$ cat src/inc/trace_seq_pkg.sv
// Shared constants and types for the trace count and stage1 sequencer block
package trace_seq_pkg;

  // ----------------------------------------------------------------
  // Widths
  // ----------------------------------------------------------------
  localparam int CNT_W = 7;
  localparam int MATCH_N = 4;
  localparam int DATA_W = 32;

  // ----------------------------------------------------------------
  // Register indices (byte address is four times the index)
  // ----------------------------------------------------------------
  localparam logic [5:0] IDX_CTRL = 6'h20;
  localparam logic [5:0] IDX_STAT = 6'h21;
  localparam logic [5:0] IDX_COUNT = 6'h26;
  localparam logic [5:0] IDX_WIN = 6'h27;

  // ----------------------------------------------------------------
  // Field positions
  // ----------------------------------------------------------------
  localparam int CTRL_ARM_BIT = 7;
  localparam int CTRL_ALIGN_LSB = 2;
  localparam int CTRL_SEL_LSB = 0;
  localparam int STAT_FULL_BIT = 7;
  localparam int STAT_ARMED_BIT = 6;
  localparam int STAT_SEQ_LSB = 0;
  localparam int CODE_LSB = 0;

  // ----------------------------------------------------------------
  // Encodings
  // ----------------------------------------------------------------
  localparam logic [1:0] WIN_S1 = 2'h0;
  localparam logic [1:0] WIN_S2 = 2'h1;
  localparam logic [1:0] WIN_S3 = 2'h2;
  localparam logic [1:0] WIN_MFLAG = 2'h3;
  localparam logic [1:0] ALIGN_END = 2'h0;
  localparam logic [1:0] ALIGN_BEGIN = 2'h1;
  localparam logic [1:0] ALIGN_MID = 2'h2;
  localparam logic [3:0] SC_ANY_S2 = 4'h0;
  localparam logic [3:0] SC_ANY_S3 = 4'h1;
  localparam logic [3:0] SC_ANY_F = 4'h2;
  localparam logic [3:0] SC_M2_S2 = 4'h3;
  localparam logic [3:0] SC_M2_S3 = 4'h4;
  localparam logic [3:0] SC_M2_F = 4'h5;
  localparam logic [3:0] SC_M0S2_M1S3 = 4'h6;
  localparam logic [3:0] SC_M1S3_M0F = 4'h7;
  localparam logic [3:0] SC_M0S2_M2S3 = 4'h8;
  localparam logic [3:0] SC_M2S3_M0F = 4'h9;
  localparam logic [3:0] SC_M1S2_M3S3 = 4'hA;
  localparam logic [3:0] SC_M3S3_M1F = 4'hB;
  localparam logic [3:0] SC_M012_S2 = 4'hC;

  // ----------------------------------------------------------------
  // Reset values
  // ----------------------------------------------------------------
  localparam logic [3:0] CODE_RST = 4'h0;
  localparam logic [1:0] SEL_RST = 2'h0;
  localparam logic [1:0] ALIGN_RST = 2'h0;
  localparam logic [CNT_W-1:0] COUNT_RST = 7'h00;
  localparam logic [CNT_W-1:0] COUNT_MAX = 7'h7F;

  typedef enum logic [1:0] {SEQ_STATE1, SEQ_STATE2, SEQ_STATE3, SEQ_FINAL} seq_state_e;
  typedef enum logic [1:0] {DEST_NONE, DEST_S2, DEST_S3, DEST_FINAL} dest_e;

endpackage : trace_seq_pkg
$ cat src/hw/state1_decode.sv
// Stage1 next-state decoder with final-first, lowest-channel priority
`timescale 1ns/1ns
module state1_decode
  import trace_seq_pkg::*;
(
  input wire logic [3:0] code_i,
  input wire logic [MATCH_N-1:0] match_i,
  output logic go_o,
  output dest_e dest_o
);

  // ----------------------------------------------------------------
  // Per-channel destination
  // ----------------------------------------------------------------
  function automatic dest_e chan_dest(logic [3:0] code, int ch);
    dest_e d;
    d = DEST_NONE;
    case (code)
      SC_ANY_S2: d = DEST_S2;
      SC_ANY_S3: d = DEST_S3;
      SC_ANY_F: d = DEST_FINAL;
      SC_M2_S2: d = (ch == 2) ? DEST_S2 : DEST_NONE;
      SC_M2_S3: d = (ch == 2) ? DEST_S3 : DEST_NONE;
      SC_M2_F: d = (ch == 2) ? DEST_FINAL : DEST_NONE;
      SC_M0S2_M1S3: d = (ch == 0) ? DEST_S2 : (ch == 1) ? DEST_S3 : DEST_NONE;
      SC_M1S3_M0F: d = (ch == 1) ? DEST_S3 : (ch == 0) ? DEST_FINAL : DEST_NONE;
      SC_M0S2_M2S3: d = (ch == 0) ? DEST_S2 : (ch == 2) ? DEST_S3 : DEST_NONE;
      SC_M2S3_M0F: d = (ch == 2) ? DEST_S3 : (ch == 0) ? DEST_FINAL : DEST_NONE;
      SC_M1S2_M3S3: d = (ch == 1) ? DEST_S2 : (ch == 3) ? DEST_S3 : DEST_NONE;
      SC_M3S3_M1F: d = (ch == 3) ? DEST_S3 : (ch == 1) ? DEST_FINAL : DEST_NONE;
      SC_M012_S2: d = (ch != 3) ? DEST_S2 : DEST_NONE;
      default: d = DEST_NONE;
    endcase
    return d;
  endfunction : chan_dest

  // ----------------------------------------------------------------
  // Priority pick
  // ----------------------------------------------------------------
  // Scan from the top so the lowest channel overwrites; a final hit is kept apart
  always_comb begin
    dest_e d;
    logic fin;
    logic any;
    dest_e pick;
    d = DEST_NONE;
    fin = 1'b0;
    any = 1'b0;
    pick = DEST_NONE;
    for (int ch = MATCH_N - 1; ch >= 0; ch--) begin
      d = chan_dest(code_i, ch);
      if (match_i[ch] && d == DEST_FINAL) begin
        fin = 1'b1;
      end
      if (match_i[ch] && d != DEST_NONE) begin
        any = 1'b1;
        pick = d;
      end
    end
    go_o = any;
    dest_o = fin ? DEST_FINAL : pick;
  end

endmodule : state1_decode

$ cat src/hw/trace_count_state1_sequencer.sv
// Trace line count, shared state-control window and stage1 sequencer
// Contract
// - Seven-bit count of valid trace lines
// - Wrap sets full; end/mid modes keep counting
// - Arming write clears the count
// - Of the two resets, only power-on reset clears the count
// - Trace buffer reads leave count untouched
// - Count register readable always, writes ignored
// - Count steps in half lines
// - Full at zero; begin mode disarms
// - Full with nonzero count means overwritten
// - Select field picks one of four window registers
// - Stage1 code readable at 00, writable disarmed
// - Code bits 3..0 steer State1 exits
// - Codes 0-2: any match to S2/S3/final
// - Codes 3-5: channel 2 only
// - Codes 6-7: channels 0 and 1
// - Codes 8-9: channels 0 and 2
// - Codes 10-11: channels 1 and 3
// - Code 12: channels 0-2 to State2
// - Codes 13-15 cause no transition
// - Lowest channel wins simultaneous matches
// - Final destination beats all others
// - Alignment 01 is begin alignment
`timescale 1ns/1ns
module trace_count_state1_sequencer
  import trace_seq_pkg::*;
#(
  parameter int ADR_W = 8
) (
  input wire logic clk_i,
  input wire logic rst_i,
  input wire logic por_rst_i,
  input wire logic wb_cyc_i,
  input wire logic wb_stb_i,
  input wire logic wb_we_i,
  input wire logic [ADR_W-1:0] wb_adr_i,
  input wire logic [3:0] wb_sel_i,
  input wire logic [DATA_W-1:0] wb_dat_i,
  output logic [DATA_W-1:0] wb_dat_o,
  output logic wb_ack_o,
  input wire logic [MATCH_N-1:0] match_i,
  input wire logic trace_half_wr_i,
  output logic armed_o,
  output logic [1:0] seq_state_o,
  output logic trigger_o
);

  // ----------------------------------------------------------------
  // Elaboration checks
  // ----------------------------------------------------------------
  if (ADR_W < 8) begin : g_adr_chk
    $error("ADR_W must be at least 8");
  end

  // ----------------------------------------------------------------
  // State
  // ----------------------------------------------------------------
  typedef struct packed {
    logic ack;
    logic [DATA_W-1:0] rdata;
    logic armed;
    logic [1:0] sel;
    logic [1:0] align;
    logic [3:0] code1;
    logic [3:0] code2;
    logic [3:0] code3;
    logic [MATCH_N-1:0] mflag;
    seq_state_e seq;
    logic trig;
    logic [CNT_W-1:0] count;
    logic full;
  } state_s;

  localparam state_s ST_POR = '{
    ack: 1'b0,
    rdata: '0,
    armed: 1'b0,
    sel: SEL_RST,
    align: ALIGN_RST,
    code1: CODE_RST,
    code2: CODE_RST,
    code3: CODE_RST,
    mflag: '0,
    seq: SEQ_STATE1,
    trig: 1'b0,
    count: COUNT_RST,
    full: 1'b0
  };

  state_s state_reg;
  state_s state_next;

  logic dec_go;
  dest_e dec_dest;
  logic req;
  logic take_wr;
  logic ctrl_wr;
  logic win_wr;
  logic arm_wr;
  logic adr_ok;
  logic [5:0] idx;

  // ----------------------------------------------------------------
  // Stage1 decoder
  // ----------------------------------------------------------------
  state1_decode u_dec (
    .code_i(state_reg.code1),
    .match_i(match_i),
    .go_o(dec_go),
    .dest_o(dec_dest)
  );

  // ----------------------------------------------------------------
  // Register read mux
  // ----------------------------------------------------------------
  function automatic logic [DATA_W-1:0] rd_word(logic [5:0] ix, logic ok, state_s s);
    logic [DATA_W-1:0] w;
    w = '0;
    if (ok) begin
      case (ix)
        IDX_COUNT: w[CNT_W-1:0] = s.count;
        IDX_WIN: begin
          case (s.sel)
            WIN_S1: w[CODE_LSB +: 4] = s.code1;
            WIN_S2: w[CODE_LSB +: 4] = s.code2;
            WIN_S3: w[CODE_LSB +: 4] = s.code3;
            default: w[MATCH_N-1:0] = s.mflag;
          endcase
        end
        IDX_CTRL: begin
          w[CTRL_ARM_BIT] = s.armed;
          w[CTRL_ALIGN_LSB +: 2] = s.align;
          w[CTRL_SEL_LSB +: 2] = s.sel;
        end
        IDX_STAT: begin
          w[STAT_FULL_BIT] = s.full;
          w[STAT_ARMED_BIT] = s.armed;
          w[STAT_SEQ_LSB +: 2] = 2'(s.seq);
        end
        default: w = '0;
      endcase
    end
    return w;
  endfunction : rd_word

  function automatic seq_state_e dest_to_seq(dest_e d, seq_state_e cur);
    seq_state_e r;
    r = cur;
    case (d)
      DEST_S2: r = SEQ_STATE2;
      DEST_S3: r = SEQ_STATE3;
      DEST_FINAL: r = SEQ_FINAL;
      default: r = cur;
    endcase
    return r;
  endfunction : dest_to_seq

  // ----------------------------------------------------------------
  // Bus decode
  // ----------------------------------------------------------------
  // Writes land on the edge where the master sees ack, never earlier
  assign idx = wb_adr_i[7:2];
  assign adr_ok = (wb_adr_i[1:0] == 2'h0) && (wb_adr_i[ADR_W-1:2] == (ADR_W-2)'(idx));
  assign req = wb_cyc_i && wb_stb_i;
  assign take_wr = req && state_reg.ack && wb_we_i && wb_sel_i[0] && adr_ok;
  assign ctrl_wr = take_wr && (idx == IDX_CTRL);
  assign win_wr = take_wr && (idx == IDX_WIN);
  assign arm_wr = ctrl_wr && wb_dat_i[CTRL_ARM_BIT];

  // ----------------------------------------------------------------
  // Next state
  // ----------------------------------------------------------------
  always_comb begin
    state_next = state_reg;
    state_next.trig = 1'b0;
    state_next.ack = req && !state_reg.ack;
    if (req && !state_reg.ack) begin
      state_next.rdata = rd_word(idx, adr_ok, state_reg);
    end
    // Control: arm, alignment and window select
    if (ctrl_wr) begin
      state_next.armed = wb_dat_i[CTRL_ARM_BIT];
      state_next.align = wb_dat_i[CTRL_ALIGN_LSB +: 2];
      state_next.sel = wb_dat_i[CTRL_SEL_LSB +: 2];
    end
    // Window writes only while disarmed; match flags stay read-only
    if (win_wr && !state_reg.armed) begin
      case (state_reg.sel)
        WIN_S1: state_next.code1 = wb_dat_i[CODE_LSB +: 4];
        WIN_S2: state_next.code2 = wb_dat_i[CODE_LSB +: 4];
        WIN_S3: state_next.code3 = wb_dat_i[CODE_LSB +: 4];
        default: state_next.code1 = state_reg.code1;
      endcase
    end
    // Trace line tally; buffer reads have no path in here
    if (state_reg.armed && trace_half_wr_i && !arm_wr) begin
      state_next.count = state_reg.count + 7'h01;
      if (state_reg.count == COUNT_MAX) begin
        state_next.full = 1'b1;
        if (state_reg.align == ALIGN_BEGIN) begin
          state_next.armed = 1'b0;
        end
      end
    end
    // Sequencer and match flags, only while armed
    if (state_reg.armed && !arm_wr) begin
      state_next.mflag = state_reg.mflag | match_i;
      if (state_reg.seq == SEQ_STATE1 && dec_go) begin
        state_next.seq = dest_to_seq(dec_dest, state_reg.seq);
        state_next.trig = (dec_dest == DEST_FINAL);
      end
    end
    // Arming restarts the session; it outranks a same-cycle hit
    if (arm_wr) begin
      state_next.count = COUNT_RST;
      state_next.full = 1'b0;
      state_next.mflag = '0;
      state_next.seq = SEQ_STATE1;
    end
    // System reset spares the tally so it can be read afterwards
    if (rst_i) begin
      state_next = ST_POR;
      state_next.count = state_reg.count;
      state_next.full = state_reg.full;
    end
  end

  always_ff @(posedge clk_i) begin
    if (por_rst_i) begin
      state_reg <= ST_POR;
    end else begin
      state_reg <= state_next;
    end
  end

  // ----------------------------------------------------------------
  // Outputs
  // ----------------------------------------------------------------
  assign wb_ack_o = state_reg.ack;
  assign wb_dat_o = state_reg.rdata;
  assign armed_o = state_reg.armed;
  assign seq_state_o = 2'(state_reg.seq);
  assign trigger_o = state_reg.trig;

  logic half_go;
  assign half_go = state_reg.armed && trace_half_wr_i && !arm_wr;
endmodule : trace_count_state1_sequencer

$ cat config.mk
export PLATFORM = sky130hd
export DESIGN_NAME = trace_count_state1_sequencer
export DESIGN_NICKNAME = d
export VERILOG_FILES = /design/src/inc/trace_seq_pkg.sv /design/src/hw/state1_decode.sv /design/src/hw/trace_count_state1_sequencer.sv
export SDC_FILE = /design/constraint.sdc
export NUM_CORES = 1
export LEC_CHECK = 0
export BUFFER_PORTS_ARGS = -buffer_cell sky130_fd_sc_hd__clkbuf_2
export CAP_MARGIN = 25
export CELL_PAD_IN_SITES_DETAIL_PLACEMENT = 0
export CELL_PAD_IN_SITES_GLOBAL_PLACEMENT = 1
export CORE_MARGIN = 8
export CORE_UTILIZATION = 25
export DETAILED_ROUTE_END_ITERATION = 10
export MAX_ROUTING_LAYER = met4
export PLACE_DENSITY = 0.56
export SKIP_CTS_REPAIR_TIMING = 1
export SLEW_MARGIN = 20
export SYNTH_ARGS = -nofsm -noshare
export SYNTH_HDL_FRONTEND = slang
export SYNTH_SLANG_ARGS = --single-unit
$ cat constraint.sdc
create_clock -name clk_i -period 2.9 [get_ports clk_i]
set_input_delay 0.145 -clock clk_i [delete_from_list [all_inputs] [get_ports clk_i]]
set_output_delay 0.145 -clock clk_i [all_outputs]
set_load 0.01 [all_outputs]
==> results.toml <==
[outcome]
outcome = "completed"

[layout]
areaGrowthSynthToFinish_pct = 9.69
fraction_of_layout_cells_with_a_size_suffix_above_1 = 0.200
final_net_count = 399
mostFrequentLayoutCells = "49 x sky130_fd_sc_hd__nor2_1, 49 x sky130_fd_sc_hd__dfxtp_1, 37 x sky130_fd_sc_hd__clkbuf_2, 28 x sky130_fd_sc_hd__nand2_1, 24 x sky130_fd_sc_hd__conb_1"
number_of_antenna_cells_inserted = 0

[place]
dpl_worst_slack_ns = 0.357
routability_cong = 0.751
dp_hpwl_um = 5270
portBuffers = 37

[grt]
grt_pass1_wl_um = 10900
grt_util_overall = 0.0951
grt.overflow.total = 0
grt_start_max_net_pins = 26
grt_antenna_before_repair = 0
first_global_vias = 2144

[synth]
synth.ff_latch_count = 49
yosysTopAreaCell = "sky130_fd_sc_hd__dfxtp_1"
syn-mean-instance-area_um2 = 8.73
synth.distinct_cells = 53
synth.cell_area_mm2 = 0.00273
synth-edff-count = 0
synth-warning-count = 0
netlist_instances = 312
postSynth.topFlopCell = "sky130_fd_sc_hd__dfxtp_1"
ys_top_cells_by_area = "sky130_fd_sc_hd__dfxtp_1 36%, sky130_fd_sc_hd__buf_4 9.6%, sky130_fd_sc_hd__mux2i_1 7.7%, sky130_fd_sc_hd__nor2_1 6.7%, sky130_fd_sc_hd__nand2_1 3.9%"
synth.yosys.seq_area_share = 0.360
yosys.area.top_type_share = 0.360
synth-async-reset-ratio = 0

[floorplan]
die-height_um = 120
rows = 38
die_width_um = 120
design.core.area_mm2 = 0.0107
design.die.area_mm2 = 0.0145
io_pins = 92
floorplan.initialDensity = 0.254

[clock_network]
total_cts_buffers = 5
clk_transition_reported_paths_ns = 0.09
cts_sinks = 49
clock-root-buffer = "sky130_fd_sc_hd__clkbuf_8"
htree_levels = 2
clock_path_buffers = 2
worst_skew_pair.late_latency_ns = 0.30
tritoncts = "yes"

[critical_path]
slowest_delay_ns = 0.40
cp_max_fo = 8
cp.required_ns = 3.09
timing.critical_path.slowest_stage_cell = "sky130_fd_sc_hd__dfxtp_1"
path_cells = "nand3_1 > nor4_4 > nor3b_1 > buf_4 > mux2_4 > ha_1 > inv_1 > mux2i_1 > o22ai_1"
worst-endpoint-arrival_ns = 2.69
critical_path.top_delay_family = "simple AND/OR/NAND/NOR gates"
setup.worst_path.start = "wb_ack_o$_SDFF_PP0_"
crit-reg2reg-launch = "wb_ack_o$_SDFF_PP0_"
crit_path_end_kind = "flop"
path_class = "reg -> reg"
worst-path-buf-inv = 2
cp-start-kind = "flop"

[timing]
rsz0062_at_grt = "false"
period_minus_slack_ns = 2.50
fin_worst_skew_ns = 0.0127
finalCritPeriodShare = 0.863
slew_headroom = 0.624
maxClockFrequency_mhz = 400
fin_tns_setup_ns = 0
maxSlewViolCount = 0
setup_slack_ns = 0.398
setup_viol_count_final = 0
hold_violations = 0
worst_slew_pin_slew_ns = 0.549

[detailed_routing]
wire_per_inst_um = 13.9
drt-vias-per-instance = 4.40
dr_total_vias = 2114
drt-total-wl_um = 6660
routedLengthMet1_um = 3070
detailedRoute.firstPassIterationCount = 4
topRoutingLayerUsed = "met4"
met2RoutedLength_um = 3140
ant_nets = 0
met3_length_um = 367
drt_first_iter_violations = 139
drcViolationCount = 0

[power]
ir_drop_uv = 171
switching_share = 0.247
comb_power_share = 0.073
internal_power_mw = 0.892
power.leakage_nw = 1.28
power.density_cell_area_mw_per_mm2 = 397
power_mw = 1.19
share_seq_of_total_power = 0.568
switchingPower_mw = 0.293
share_clk_of_total_power = 0.360

[run]
max_cap_violations = 0

[hold_path]
min_from = "match_i[1]"
min-delay-path-class = "in -> reg"
path summary, 6_finish.rpt:
path	end	slack (ns)	cells after the start
worst max-delay path	flop	0.40	9
worst min register to register	state_reg[12]$_SDFFE_PP0P_	0.48	2
worst max register to register	flop	0.40	9
worst min-delay path	state_reg[12]$_SDFFE_PP0P_	0.15	3
power by group through the flow:
| stage | Sequential, mW | Combinational (mW) | Clock (mW) |
|---|---|---|---|
| 3_5_place_dp | 0.689 | 0.0854 | 0 |
| 5_1_grt | 0.673 | 0.0958 | 0.470 |
| 3_3_place_gp | 0.689 | 0.0849 | 0 |
| 4_1_cts | 0.673 | 0.0857 | 0.445 |
| 2_1_floorplan | 0.689 | 0.0729 | 0 |
| 6_report | 0.673 | 0.0865 | 0.426 |
cell usage after synthesis, types with 2 or more instances:
library cell and count:
sky130_fd_sc_hd__mux4_2 4, sky130_fd_sc_hd__nand3_1 8, sky130_fd_sc_hd__a21oi_1 15, sky130_fd_sc_hd__mux2_2 2
sky130_fd_sc_hd__buf_6 2, sky130_fd_sc_hd__ha_1 5, sky130_fd_sc_hd__mux2_4 2, sky130_fd_sc_hd__inv_1 9
sky130_fd_sc_hd__or2_2 3, sky130_fd_sc_hd__a32oi_1 2, sky130_fd_sc_hd__o21ai_0 7, sky130_fd_sc_hd__nand2b_1 3
sky130_fd_sc_hd__nand3b_1 4, sky130_fd_sc_hd__o21ai_1 2, sky130_fd_sc_hd__clkbuf_1 7, sky130_fd_sc_hd__dfxtp_1 49
sky130_fd_sc_hd__buf_4 35, sky130_fd_sc_hd__nand2_1 28, sky130_fd_sc_hd__o22ai_1 6, sky130_fd_sc_hd__a22oi_1 7
sky130_fd_sc_hd__nor3_1 3, sky130_fd_sc_hd__xor2_1 6, sky130_fd_sc_hd__nor2_2 2, sky130_fd_sc_hd__nand4_1 3
sky130_fd_sc_hd__and2_1 2, sky130_fd_sc_hd__mux2i_1 21, sky130_fd_sc_hd__nor2_1 49
per-stage QoR:
| step | std cells | hold slack (ns) | area, um2 | utilization |
|---|---|---|---|---|
| after CTS | 480 | 0.139 | 2990 | 0.278 |
| after detailed placement | 472 | 0.453 | 2890 | 0.269 |
| final | 480 | 0.146 | 2990 | 0.278 |
| after global routing | 480 | 0.162 | 2990 | 0.278 |
| after global placement | 472 | 0.441 | 2890 | 0.269 |
| after floorplan | 335 | 0.282 | 2810 | - |
worst reg2reg max path, cell delays in order, from the launching register on:
cell and delay, ns:
sky130_fd_sc_hd__dfxtp_1 0.40, sky130_fd_sc_hd__nand3_1 0.19, sky130_fd_sc_hd__nor4_4 0.35, sky130_fd_sc_hd__nor3b_1 0.26, sky130_fd_sc_hd__buf_4 0.23, sky130_fd_sc_hd__mux2_4 0.37, sky130_fd_sc_hd__ha_1 0.31, sky130_fd_sc_hd__inv_1 0.07
sky130_fd_sc_hd__mux2i_1 0.13, sky130_fd_sc_hd__o22ai_1 0.09
cell families after synthesis:
logic type | after synthesis | synth area share
xor+xnor | 6 | 0.0193
simple gates | 115 | 0.202
mux | 30 | 0.134
other cells | 1 | 0.00138
flops | 49 | 0.360
compound gates | 51 | 0.131
fa+ha+maj | 5 | 0.0230
buf+inv | 55 | 0.130
metal layers:
layer	vias up	track usage
met1	978	0.115
met2	54	0.154
li1	1076	-
met3	6	0.0242
met4	0	0.0242
met5	-	-
layout make-up:
class	count	area (um2)
Clock buffer	6	82.6
Clock inverter	2	13.8
Fill cell	1213	7760
Inverter	10	37.5
Multi-Input combinational cell	231	1480
Sequential cell	49	981
Tap cell	140	175
Timing Repair Buffer	42	223
Note: power is estimated with default switching activity, not from simulation.
